$ cat src/dgp_pkg.sv
// Purpose: Shared constants and types for the dual pin bank block
// Assumes: AXI4-Lite word registers, 8-bit data in the low bits
// Notes: Offsets are byte addresses
package dgp_pkg;
  localparam logic [7:0] DGP_OFS_A_PINS = 8'h00;
  localparam logic [7:0] DGP_OFS_A_LAT = 8'h04;
  localparam logic [7:0] DGP_OFS_A_DIR = 8'h08;
  localparam logic [7:0] DGP_OFS_CONV_CFG = 8'h0C;
  localparam logic [7:0] DGP_OFS_B_PINS = 8'h10;
  localparam logic [7:0] DGP_OFS_B_LAT = 8'h14;
  localparam logic [7:0] DGP_OFS_B_DIR = 8'h18;
  localparam logic [7:0] DGP_OFS_INT_MAIN = 8'h1C;
  localparam logic [7:0] DGP_OFS_INT_SECOND = 8'h20;
  localparam logic [7:0] DGP_OFS_MOVE_PINS_B = 8'h24;
  localparam logic [6:0] DGP_RST_A_DIR = 7'h3F;
  localparam logic [7:0] DGP_RST_B_DIR = 8'hFF;
  localparam logic [7:0] DGP_RST_CONV_CFG = 8'h00;
  localparam logic [7:0] DGP_RST_INT_SECOND = 8'h80;
  localparam int DGP_BIT_CHG_FLAG = 0;
  localparam int DGP_BIT_CHG_EN = 3;
  localparam int DGP_BIT_PULLUP_DIS_N = 7;
  localparam logic [1:0] DGP_RESP_OKAY = 2'h0;
  localparam logic [1:0] DGP_RESP_SLVERR = 2'h2;
  localparam logic [1:0] DGP_OSC_GPIO = 2'h0;
  localparam logic [1:0] DGP_OSC_OSC = 2'h1;
  localparam logic [1:0] DGP_OSC_CLKOUT = 2'h2;

  // Pin bank direction-latch bundle
  typedef struct packed {
    logic [7:0] dir;
    logic [7:0] lat;
  } dgp_bank_cfg_t;
endpackage

$ cat src/dgp_pin_cell.sv
// Purpose: Per-bank pad control: drive enable and pull-up gating
// Assumes: Direction bit 1 means input
// Notes: Output enable is active low, as for the pads
`timescale 1ns/10ps
module dgp_pin_cell #(
  parameter int W = 8
) (
  input wire logic [W-1:0] dir,
  input wire logic [W-1:0] lat,
  input wire logic [W-1:0] open_drain,
  input wire logic pullup_on,
  output logic [W-1:0] pad_o,
  output logic [W-1:0] pad_oe_n,
  output logic [W-1:0] pullup_en
);
  // One cell per pin
  for (genvar i = 0; i < W; i++) begin : g_pin
    // Open drain pins only ever drive a low
    assign pad_o[i] = open_drain[i] ? 1'b0 : lat[i];
    assign pad_oe_n[i] = dir[i] | (open_drain[i] & lat[i]);
    // Pull-up drops out on outputs whatever the shared control says
    assign pullup_en[i] = pullup_on & dir[i];
  end
endmodule

$ cat src/dgp_sync.sv
// Purpose: Two-flop synchroniser for a pin vector
// Assumes: Inputs asynchronous to aclk
// Notes: First stage is read only by the second stage
`timescale 1ns/10ps
module dgp_sync #(
  parameter int W = 8
) (
  input wire logic aclk,
  input wire logic aresetn,
  input wire logic [W-1:0] async_i,
  output logic [W-1:0] sync_o
);
  logic [W-1:0] meta_q;
  logic [W-1:0] sync_q;

  // Two stages, reset to zero
  always_ff @(posedge aclk) begin
    if (!aresetn) begin
      meta_q <= '0;
      sync_q <= '0;
    end else begin
      meta_q <= async_i;
      sync_q <= meta_q;
    end
  end

  assign sync_o = sync_q;
endmodule

$ cat src/dgp_top.sv
// Purpose: Two general purpose pin banks with change detect on bank B
// Assumes: AXI4-Lite slave, 8-bit registers in low bits of each word
// Notes: Peripherals sharing pins are outside; only their selection is here
`timescale 1ns/10ps
module dgp_top (
  input wire logic aclk,
  input wire logic aresetn,
  input wire logic [31:0] s_axi_awaddr,
  input wire logic s_axi_awvalid,
  output logic s_axi_awready,
  input wire logic [31:0] s_axi_wdata,
  input wire logic [3:0] s_axi_wstrb,
  input wire logic s_axi_wvalid,
  output logic s_axi_wready,
  output logic [1:0] s_axi_bresp,
  output logic s_axi_bvalid,
  input wire logic s_axi_bready,
  input wire logic [31:0] s_axi_araddr,
  input wire logic s_axi_arvalid,
  output logic s_axi_arready,
  output logic [31:0] s_axi_rdata,
  output logic [1:0] s_axi_rresp,
  output logic s_axi_rvalid,
  input wire logic s_axi_rready,
  input wire logic [6:0] bank_a_pad_i,
  output logic [6:0] bank_a_pad_o,
  output logic [6:0] bank_a_pad_oe_n,
  input wire logic [7:0] bank_b_pad_i,
  output logic [7:0] bank_b_pad_o,
  output logic [7:0] bank_b_pad_oe_n,
  output logic [7:0] bank_b_pullup_en,
  input wire logic [1:0] osc_pin_mode,
  input wire logic osc_clk_out,
  input wire logic capcomp2_pin_select,
  input wire logic capture_compare_unit2_o,
  input wire logic capture_compare_unit2_oe,
  output logic capture_compare_unit2_i,
  output logic timer_clock_in,
  output logic slave_select_in,
  output logic [4:0] analog_pin_sel,
  output logic [7:0] converter_pin_config_o,
  output logic bank_b_change_irq,
  output logic wake_request
);
  import dgp_pkg::*;

  logic [6:0] a_sync;
  logic [7:0] b_sync;
  logic [6:0] a_dir_q;
  logic [6:0] a_lat_q;
  logic [7:0] b_dir_q;
  logic [7:0] b_lat_q;
  logic [7:0] conv_cfg_q;
  logic pullup_dis_n_q;
  logic chg_en_q;
  logic chg_flag_q;
  logic [3:0] snap_q;
  logic aw_hold_q;
  logic w_hold_q;
  logic [7:0] aw_addr_q;
  logic [7:0] w_data_q;
  logic w_strb0_q;
  logic bvalid_q;
  logic [1:0] bresp_q;
  logic rvalid_q;
  logic [31:0] rdata_q;
  logic [1:0] rresp_q;

  // Pin samples pass two flops before reads or comparison
  dgp_sync #(.W(7)) u_sync_a (
    .aclk(aclk),
    .aresetn(aresetn),
    .async_i(bank_a_pad_i),
    .sync_o(a_sync)
  );
  dgp_sync #(.W(8)) u_sync_b (
    .aclk(aclk),
    .aresetn(aresetn),
    .async_i(bank_b_pad_i),
    .sync_o(b_sync)
  );

  // Analog selection from the low nibble of the converter config.
  // Code 0 keeps all five analog pins analog; the digital boundary grows
  // with the code, a compact stand-in for the full converter table.
  wire [3:0] pcfg = conv_cfg_q[3:0];
  wire [4:0] analog_mask = (pcfg == 4'h0) ? 5'h1F :
                           (pcfg == 4'h1) ? 5'h0F :
                           (pcfg == 4'h2) ? 5'h07 :
                           (pcfg == 4'h3) ? 5'h03 :
                           (pcfg == 4'h4) ? 5'h01 : 5'h00;
  // Bank A pins 0-3 and 5 are the analog-capable ones
  wire [6:0] a_analog = {1'b0, analog_mask[4], 1'b0, analog_mask[3:0]};
  wire osc_owns_pin = (osc_pin_mode != DGP_OSC_GPIO);
  // Analog pins and an oscillator-owned pin read as zero
  wire [6:0] a_read = a_sync & ~a_analog & {~osc_owns_pin, 6'h3F};

  // Bank A pad control; pin 4 is open drain
  wire [6:0] a_od = 7'h10;
  wire [7:0] a_pad_o_w;
  wire [7:0] a_oe_n_w;
  dgp_pin_cell #(.W(8)) u_cell_a (
    .dir({1'b1, a_dir_q}),
    .lat({1'b0, a_lat_q}),
    .open_drain({1'b0, a_od}),
    .pullup_on(1'b0),
    .pad_o(a_pad_o_w),
    .pad_oe_n(a_oe_n_w),
    .pullup_en()
  );
  // Oscillator output takes over pin 6 when selected
  wire osc_drive = (osc_pin_mode == DGP_OSC_CLKOUT);
  assign bank_a_pad_o = {osc_drive ? osc_clk_out : a_pad_o_w[6], a_pad_o_w[5:0]};
  assign bank_a_pad_oe_n = {osc_owns_pin ? ~osc_drive : a_oe_n_w[6], a_oe_n_w[5:0]};

  // Bank B pads; capture/compare unit 2 may borrow pin 3
  wire cc_on_b3 = ~capcomp2_pin_select;
  wire [7:0] b_pad_o_w;
  wire [7:0] b_oe_n_w;
  wire [7:0] b_pu_w;
  dgp_pin_cell #(.W(8)) u_cell_b (
    .dir(b_dir_q),
    .lat(b_lat_q),
    .open_drain(8'h00),
    .pullup_on(~pullup_dis_n_q),
    .pad_o(b_pad_o_w),
    .pad_oe_n(b_oe_n_w),
    .pullup_en(b_pu_w)
  );
  wire cc_drive = cc_on_b3 & capture_compare_unit2_oe;
  assign bank_b_pad_o = {b_pad_o_w[7:4],
                         cc_drive ? capture_compare_unit2_o : b_pad_o_w[3],
                         b_pad_o_w[2:0]};
  assign bank_b_pad_oe_n = {b_oe_n_w[7:4], cc_drive ? 1'b0 : b_oe_n_w[3], b_oe_n_w[2:0]};
  assign bank_b_pullup_en = {b_pu_w[7:4], b_pu_w[3] & ~cc_drive, b_pu_w[2:0]};
  assign capture_compare_unit2_i = cc_on_b3 & b_sync[3];

  // Peripheral input taps from the synchronised pins; converter outputs from the config register
  assign timer_clock_in = a_sync[4];
  assign slave_select_in = a_sync[5];
  assign analog_pin_sel = analog_mask;
  assign converter_pin_config_o = conv_cfg_q;

  // Change detect on upper nibble inputs only
  wire [3:0] mismatch = (b_sync[7:4] ^ snap_q) & b_dir_q[7:4];
  wire any_mismatch = |mismatch;

  // Write path: accept address and data independently
  assign s_axi_awready = ~aw_hold_q & ~bvalid_q;
  assign s_axi_wready = ~w_hold_q & ~bvalid_q;
  wire do_write = aw_hold_q & w_hold_q & ~bvalid_q;
  wire we_lane0 = do_write & w_strb0_q;
  wire wr_a_pins = we_lane0 & (aw_addr_q == DGP_OFS_A_PINS);
  wire wr_a_lat = we_lane0 & (aw_addr_q == DGP_OFS_A_LAT);
  wire wr_a_dir = we_lane0 & (aw_addr_q == DGP_OFS_A_DIR);
  wire wr_conv = we_lane0 & (aw_addr_q == DGP_OFS_CONV_CFG);
  wire wr_b_pins = we_lane0 & (aw_addr_q == DGP_OFS_B_PINS);
  wire wr_b_lat = we_lane0 & (aw_addr_q == DGP_OFS_B_LAT);
  wire wr_b_dir = we_lane0 & (aw_addr_q == DGP_OFS_B_DIR);
  wire wr_int_main = we_lane0 & (aw_addr_q == DGP_OFS_INT_MAIN);
  wire wr_int_second = we_lane0 & (aw_addr_q == DGP_OFS_INT_SECOND);
  wire wr_mapped = (aw_addr_q <= DGP_OFS_MOVE_PINS_B) & (aw_addr_q[1:0] == 2'h0)
                   & (aw_addr_q != DGP_OFS_MOVE_PINS_B);

  // Read path
  assign s_axi_arready = ~rvalid_q;
  wire rd_take = s_axi_arvalid & ~rvalid_q;
  wire [7:0] rd_addr = s_axi_araddr[7:0];
  wire rd_hi_ok = (s_axi_araddr[31:8] == 24'h000000);
  wire rd_b_pins = rd_take & rd_hi_ok & (rd_addr == DGP_OFS_B_PINS);
  wire [7:0] rd_val = (rd_addr == DGP_OFS_A_PINS) ? {1'b0, a_read} :
                      (rd_addr == DGP_OFS_A_LAT) ? {1'b0, a_lat_q} :
                      (rd_addr == DGP_OFS_A_DIR) ? {1'b0, a_dir_q} :
                      (rd_addr == DGP_OFS_CONV_CFG) ? {conv_cfg_q[7:6], 2'h0, conv_cfg_q[3:0]} :
                      (rd_addr == DGP_OFS_B_PINS) ? b_sync :
                      (rd_addr == DGP_OFS_B_LAT) ? b_lat_q :
                      (rd_addr == DGP_OFS_B_DIR) ? b_dir_q :
                      (rd_addr == DGP_OFS_INT_MAIN) ? {4'h0, chg_en_q, 2'h0, chg_flag_q} :
                      (rd_addr == DGP_OFS_INT_SECOND) ? {pullup_dis_n_q, 7'h00} :
                      (rd_addr == DGP_OFS_MOVE_PINS_B) ? b_sync : 8'h00;
  wire rd_ok = rd_hi_ok & (rd_addr <= DGP_OFS_MOVE_PINS_B) & (rd_addr[1:0] == 2'h0);

  // Snapshot refresh on any ordinary bank B pin-level access
  wire refresh = rd_b_pins | (do_write & (aw_addr_q == DGP_OFS_B_PINS));

  // AXI handshake state
  always_ff @(posedge aclk) begin
    if (!aresetn) begin
      aw_hold_q <= 1'b0;
      w_hold_q <= 1'b0;
      aw_addr_q <= 8'h00;
      w_data_q <= 8'h00;
      w_strb0_q <= 1'b0;
      bvalid_q <= 1'b0;
      bresp_q <= DGP_RESP_OKAY;
    end else begin
      if (s_axi_awvalid && s_axi_awready) begin
        aw_hold_q <= 1'b1;
        aw_addr_q <= (s_axi_awaddr[31:8] == 24'h000000) ? s_axi_awaddr[7:0] : 8'hFF;
      end
      if (s_axi_wvalid && s_axi_wready) begin
        w_hold_q <= 1'b1;
        w_data_q <= s_axi_wdata[7:0];
        w_strb0_q <= s_axi_wstrb[0];
      end
      if (do_write) begin
        aw_hold_q <= 1'b0;
        w_hold_q <= 1'b0;
        bvalid_q <= 1'b1;
        bresp_q <= wr_mapped ? DGP_RESP_OKAY : DGP_RESP_SLVERR;
      end else if (bvalid_q && s_axi_bready) begin
        bvalid_q <= 1'b0;
      end
    end
  end

  // Read response register
  always_ff @(posedge aclk) begin
    if (!aresetn) begin
      rvalid_q <= 1'b0;
      rdata_q <= 32'h00000000;
      rresp_q <= DGP_RESP_OKAY;
    end else if (rd_take) begin
      rvalid_q <= 1'b1;
      rdata_q <= {24'h000000, rd_ok ? rd_val : 8'h00};
      rresp_q <= rd_ok ? DGP_RESP_OKAY : DGP_RESP_SLVERR;
    end else if (rvalid_q && s_axi_rready) begin
      rvalid_q <= 1'b0;
    end
  end

  // Bank configuration registers
  always_ff @(posedge aclk) begin
    if (!aresetn) begin
      a_dir_q <= DGP_RST_A_DIR;
      a_lat_q <= 7'h00;
      b_dir_q <= DGP_RST_B_DIR;
      b_lat_q <= 8'h00;
      conv_cfg_q <= DGP_RST_CONV_CFG;
      pullup_dis_n_q <= DGP_RST_INT_SECOND[DGP_BIT_PULLUP_DIS_N];
      chg_en_q <= 1'b0;
    end else begin
      if (wr_a_dir) a_dir_q <= w_data_q[6:0];
      if (wr_a_pins || wr_a_lat) a_lat_q <= w_data_q[6:0];
      if (wr_b_dir) b_dir_q <= w_data_q;
      if (wr_b_pins || wr_b_lat) b_lat_q <= w_data_q;
      if (wr_conv) conv_cfg_q <= {w_data_q[7:6], 2'h0, w_data_q[3:0]};
      if (wr_int_second) pullup_dis_n_q <= w_data_q[DGP_BIT_PULLUP_DIS_N];
      if (wr_int_main) chg_en_q <= w_data_q[DGP_BIT_CHG_EN];
    end
  end

  // Change snapshot and sticky flag. A persisting mismatch outranks a
  // software clear, so the clear only sticks once the snapshot is fresh.
  always_ff @(posedge aclk) begin
    if (!aresetn) begin
      snap_q <= 4'h0;
      chg_flag_q <= 1'b0;
    end else begin
      if (refresh) snap_q <= b_sync[7:4];
      if (any_mismatch) begin
        chg_flag_q <= 1'b1;
      end else if (wr_int_main) begin
        chg_flag_q <= w_data_q[DGP_BIT_CHG_FLAG];
      end
    end
  end

  assign bank_b_change_irq = chg_flag_q & chg_en_q;
  assign wake_request = bank_b_change_irq;
  assign s_axi_bvalid = bvalid_q;
  assign s_axi_bresp = bresp_q;
  assign s_axi_rvalid = rvalid_q;
  assign s_axi_rdata = rdata_q;
  assign s_axi_rresp = rresp_q;

  // Reset defaults of the control registers
  a_dir_reset_a: assert property (@(posedge aclk)
    !aresetn |=> a_dir_q == 7'h3F && conv_cfg_q == 8'h00 && pullup_dis_n_q)
    else $error("bank A direction or config not at reset value");
  // Drive follows direction
  a_drive_dir_a: assert property (@(posedge aclk) disable iff (!aresetn)
    bank_a_pad_oe_n[1:0] == a_dir_q[1:0] && bank_a_pad_o[1:0] == a_lat_q[1:0])
    else $error("bank A drive does not follow direction and latch");
  // Open drain pin never drives high
  od_pin_low_a: assert property (@(posedge aclk) disable iff (!aresetn)
    !bank_a_pad_oe_n[4] |-> !bank_a_pad_o[4] && !a_lat_q[4] && !a_dir_q[4])
    else $error("open drain pin drove high");
  // Pull-ups off on outputs
  pullup_gate_a: assert property (@(posedge aclk) disable iff (!aresetn)
    bank_b_pullup_en[7:4] == (b_dir_q[7:4] & {4{~pullup_dis_n_q}}))
    else $error("pull-up enable wrong");
  // Mismatch sets the flag next cycle
  chg_flag_set_a: assert property (@(posedge aclk) disable iff (!aresetn)
    any_mismatch |=> chg_flag_q)
    else $error("change flag not set on mismatch");
  // Output pins never cause a mismatch
  chg_out_mask_a: assert property (@(posedge aclk) disable iff (!aresetn)
    (b_dir_q[7:4] == 4'h0) |-> !any_mismatch)
    else $error("output pin caused mismatch");
  // Snapshot refresh on read of bank B pins
  snap_refresh_a: assert property (@(posedge aclk) disable iff (!aresetn)
    rd_b_pins |=> snap_q == $past(b_sync[7:4]))
    else $error("snapshot not refreshed");
  // Latch readback shows latch
  lat_read_a: assert property (@(posedge aclk) disable iff (!aresetn)
    rd_take && rd_hi_ok && rd_addr == DGP_OFS_A_LAT |=> rdata_q[6:0] == $past(a_lat_q))
    else $error("latch readback wrong");
  // Interrupt needs enable
  irq_enable_a: assert property (@(posedge aclk) disable iff (!aresetn)
    bank_b_change_irq |-> chg_en_q && chg_flag_q)
    else $error("interrupt without enable");
  // An enabled change raises interrupt and wake one cycle later
  irq_raise_a: assert property (@(posedge aclk) disable iff (!aresetn)
    chg_en_q && any_mismatch && !wr_int_main |=> bank_b_change_irq && wake_request)
    else $error("enabled change did not raise interrupt");
endmodule

$ cat config.mk
export PLATFORM = sky130hd
export DESIGN_NAME = dgp_top
export DESIGN_NICKNAME = d
export VERILOG_FILES = /design/src/dgp_pkg.sv /design/src/dgp_pin_cell.sv /design/src/dgp_sync.sv /design/src/dgp_top.sv
export SDC_FILE = /design/constraint.sdc
export NUM_CORES = 1
export LEC_CHECK = 0
export BUFFER_PORTS_ARGS = -buffer_cell sky130_fd_sc_hd__buf_4
export CORE_MARGIN = 5
export CORE_UTILIZATION = 48
export CTS_BUF_LIST = sky130_fd_sc_hd__clkbuf_4 sky130_fd_sc_hd__clkbuf_8 sky130_fd_sc_hd__clkbuf_16
export DETAILED_ROUTE_END_ITERATION = 8
export PLACE_DENSITY = 0.8
export SLEW_MARGIN = 20
export SYNTH_ARGS = -nofsm -noshare
export SYNTH_HDL_FRONTEND = slang
export SYNTH_HIERARCHICAL = 1
export SYNTH_SLANG_ARGS = --single-unit
$ cat constraint.sdc
create_clock -name aclk -period 1.8 [get_ports aclk]
set_input_delay 0.27 -clock aclk [delete_from_list [all_inputs] [get_ports aclk]]
set_output_delay 0.27 -clock aclk [all_outputs]
set_load 0.05 [all_outputs]
# Yosys cells after proc, flatten, opt, wreduce, memory -nomap -nowiden
# Cells that the tools add are included.
[op_classes]
magnitude_cmp = 2
n_eq_ne = 23
mux = 29
bitwise_logic = 51
reduce_logical = 19
[op_table]
columns = ["op", "n"]
rows = [
  ["$mux W8", 12],
  ["$eq A8 B5 Y1 const B", 8],
  ["$logic_not A24 Y1", 2],
  ["$and A1 B1 Y1", 34],
  ["$eq A8 B4 Y1 const B", 4],
  ["$eq A8 B6 Y1 const B", 3],
  ["$eq A8 B3 Y1 const B", 2],
  ["$le A8 B6 Y1 const B", 2],
  ["$logic_not A8 Y1", 2],
  ["$and A7 B7 Y7", 2],
  ["$mux W1", 11],
  ["$not A1 Y1", 10],
  ["$eq A4 B2 Y1 const B", 2],
  ["$ne A8 B6 Y1 const B", 1],
  ["$reduce_bool A2 Y1", 4],
  ["$not A6 Y7", 1],
  ["$mux W2", 3],
  ["$mux W5", 1],
  ["$and A4 B4 Y4", 1],
  ["$eq A4 B1 Y1 const B", 1],
  ["$eq A4 B3 Y1 const B", 1],
  ["$logic_and A1 B1 Y1", 4],
  ["$logic_not A2 Y1", 2],
  ["$logic_not A4 Y1", 1],
  ["other kinds (8)", 10],
]
[word_totals]
ff_bits = 106
in_bits = 128
word_cells = 147

# Depth between registers and ports, before layout
[depth]
depth_word = 12
mapped_depth = 7
depth_no_buf = 5

# Cells and area by module
# Netlist, hierarchy kept.
[modules_own_cells]
columns = ["mod", "instances", "cells_each", "area_per_inst_um2"]
rows = [
  ["dgp_top", 1, 497, 3966.3],
  ["dgp_sync (u_sync_b)", 1, 33, 446.7],
  ["dgp_sync (u_sync_a)", 1, 29, 391.6],
  ["dgp_pin_cell", 2, 24, 160.2],
]

# Worst setup path after synthesis
# No wires, ideal clock.
[synth_timing]
kind = "register to register"
startpoint = "register bvalid_q (netlist: s_axi_bvalid)"
endpoint = "register aw_addr_q[0]"
arrival_ns = 2.123
slack_ns = -0.440
stages_incl_launch_ff = 7
n_path_buf = 1
path_cell_list = "dfxtp_1 nor2_1 and2_1 clkbuf_1 nand3_1 nor3_1 nor2_1"
[synth_between]
elab_chain_cells = 3
[synth_lines]
columns = ["element", "line", "rtl"]
rows = [
  ["start: declaration", "dgp_top.sv:63", "logic bvalid_q;"],
  ["start signal: assignment", "dgp_top.sv:194", "bvalid_q <= 1'b0;"],
  ["start signal: assignment", "dgp_top.sv:209", "bvalid_q <= 1'b1;"],
  ["start signal: assignment", "dgp_top.sv:212", "bvalid_q <= 1'b0;"],
  ["$not A1 Y1", "dgp_top.sv:149", "assign s_axi_awready = ~aw_hold_q & ~bvalid_q;"],
  ["$and A1 B1 Y1", "dgp_top.sv:149", ""],
  ["named net s_axi_awready", "dgp_top.sv:10", "output logic s_axi_awready,"],
  ["$logic_and A1 B1 Y1", "dgp_top.sv:197", "if (s_axi_awvalid && s_axi_awready) begin"],
  ["end signal: assignment", "dgp_top.sv:199", "aw_addr_q <= (s_axi_awaddr[31:8] == 24'h000000) ? s_axi_awaddr[7:0] : 8'hFF;"],
  ["end: declaration", "dgp_top.sv:60", "logic [7:0] aw_addr_q;"],
]
# The timed path passes the listed nets, and every way through them passes these cells.
# A chain may end at the register's enable or synchronous reset.

# Final worst setup path
[layout_timing]
startpoint = "register aw_addr_q[7]"
endpoint = "register a_dir_q[3]"
[layout_between]
elab_chain_cells = 2
[layout_lines]
columns = ["element", "line", "rtl"]
rows = [
  ["$eq A8 B4 Y1", "dgp_top.sv:155", "wire wr_a_dir = we_lane0 & (aw_addr_q == DGP_OFS_A_DIR);"],
  ["$and A1 B1 Y1", "dgp_top.sv:155", ""],
  ["end signal: assignment", "dgp_top.sv:243", "if (wr_a_dir) a_dir_q <= w_data_q[6:0];"],
  ["end: declaration", "dgp_top.sv:49", "logic [6:0] a_dir_q;"],
]
# No other way between the ends.

==> run metrics <==
result of the run=complete, no violations; data arrival time of the worst path=2.04 ns; count of synthesis-stage warnings from yosys=6; initial antenna violation count=0; count of mapped cells out of synthesis=597; Critical Path Fanout Max=4; Filler Cells Inserted=856; final design instance area without fill=0.00687 sq mm; insertion delay to the later sink of the worst-skew pair=0.37 ns; Max Clock Skew=0.0145 ns; Final Max Slew Viols=0; height of the die=113 um; most frequent cells in the layout=201 x buf_4, 100 x dfxtp_1, 77 x nand2_1; maximum clock frequency=0.577 GHz; leading cell type in the layout, fill and taps excluded=buf_4; launching element type of the critical path=flip-flop; Hold/Removal Path Class=input port to flip-flop; type of destination of the critical path=flip-flop; clock-pin slew on the worst setup and hold paths=0.10 ns; worst slack after detailed placement=0.0379 ns; number of standard-cell rows in the floorplan=37; synth-to-layout area growth=35.7%; initial standard-cell utilization of the core=0.490; via count of the first global-routing pass=4,993; maxcap violations=0; final wirelength=15.4 mm; mean instance size in the synthesized netlist=8.48 sq um; number of buffers inserted for hold repair after clock tree synthesis=0; Power Dens Cells=694 mW/mm^2; final hold viol count=0; DRC marker count from the first detailed-route iteration=426; CTS Buf Count=9; actual slew at the worst max-slew pin=0.959 ns; final setup margin=0.0670 ns; critical path data required time=2.11 ns; Final setup violation count=0; count of buffers from port buffering=168; Post-Syn Area=0.00506 sq mm; setup repair after global routing missed its margin=true; Max-slew headroom=0.359; wire length of the first global-routing pass=24.3 mm; kind of critical path=flip-flop to flip-flop; total grt overflow=0; Post-DP Area=0.00663 sq mm; number of remaining DRC errors=0; Routed wire per std cell=16.1 um; crit-path max cell delay=0.58 ns; Leak Pwr=3.14 nW; CTS Root Buffer Type=clkbuf_8; remaining antenna violation count after routing=0; FF+latch area=0.00209 sq mm; drt first pass iters=5; Final period util=0.963; HPWL reported at the end of detailed placement=12.2 mm; area taken by multi-input logic gates=0.00285 sq mm; via count=5,056; clock sinks=104; number of top-level pins=225; placeable core area=0.0103 sq mm; CTS tree=yes; Period minus WS final=1.73 ns; gr usage total=0.233; largest net degree at the start of global routing=40; GPL Wtd Cong=0.948; final net count=941; share of layout cells above drive strength 1=0.333; H-tree levels=3; ANT cells=0; Horiz. Die Dim=113 um; worst ir drop on vdd=0.596 mV; clock buffer depth=2; cell-by-cell trace of the critical path=or4b_4 > nor3_4 > buf_4 > buf_4 > nand3_1 > nand3_1; vias per std cell=5.30; die area=0.0127 sq mm; CP max stage cell=or4b_4
[repair_timing]
action | CTS | global route
setup buffers | 0 | 2
hold endpoints to repair | 0 | 0
setup endpoints to repair | 0 | 29
gates resized for setup | 0 | 4
[area by class of cell]
class | instances | area share
Clock inverter | 6 | 0.0107
Tap cell | 136 | 0.0248
Timing Repair Buffer | 201 | 0.220
Sequential cell | 104 | 0.304
Clock buffer | 10 | 0.0200
Multi-Input combinational cell | 487 | 0.415
Inverter | 10 | 0.00547
[registers in the layout (all words and copies together), names as in the netlist, 7 cells and up]
| signal | count |
|---|---|
| u_sync_b/meta_q | 8 |
| u_sync_a/meta_q | 7 |
| u_sync_b/sync_o | 8 |
| a_dir_q | 7 |
| s_axi_rdata | 8 |
| b_dir_q | 8 |
| a_lat_q | 7 |
| b_lat_q | 8 |
| u_sync_a/sync_o | 7 |
| w_data_q | 8 |
| aw_addr_q | 8 |
[power by group]
| part | total, mW | internal (mW) | switching [mW] | leakage (nW) |
|---|---|---|---|---|
| clock network | 1.55 | 0.699 | 0.849 | 0.101 |
| registers | 2.46 | 2.38 | 0.0807 | 0.852 |
| logic | 0.760 | 0.304 | 0.456 | 2.19 |
| total | 4.77 | 3.38 | 1.39 | 3.14 |
[final timing paths]
path	startpoint	endpoint	slack (ns)	cells past startpoint
worst max register to register	aw_addr_q[7]	a_dir_q[3]	0.07	6
worst max-delay path	aw_addr_q[7]	a_dir_q[3]	0.07	6
worst min-delay path	bank_b_pad_i[3]	u_sync_b/meta_q[3]	0.11	2
worst min register to register	u_sync_b/meta_q[5]	u_sync_b/sync_o[5]	0.46	1
[per-layer routing]
layer / part of all wire / up-vias / global-route usage
met1: 0.40 / 2333 / 0.283
met3: 0.078 / 31 / 0.0415
met4: 0.021 / 0 / 0.0761
li1: - / 2432 / -
met2: 0.50 / 260 / 0.415
met5: 0 / - / 0
[through the flow]
stage	util	total power, mW	hold slack (ns)	cells	TNS, ns
final	0.665	4.77	0.107	954	0
after global routing	0.665	4.93	0.0871	954	-0.103
after CTS	0.663	4.77	0.0892	952	0
after detailed placement	0.642	3.26	0.432	936	0
after global placement	0.642	3.24	0.429	936	0
after floorplan	-	2.97	0.397	653	-0.0806
[worst max-delay path, delay by kind of cell (launching register included)]
kind                   cells  cell delay, ns
flip-flops                 1            0.36
buffers and inverters      2            0.25
AND/OR/NAND/NOR            4            1.06
(Power assumes the default switching activity.)
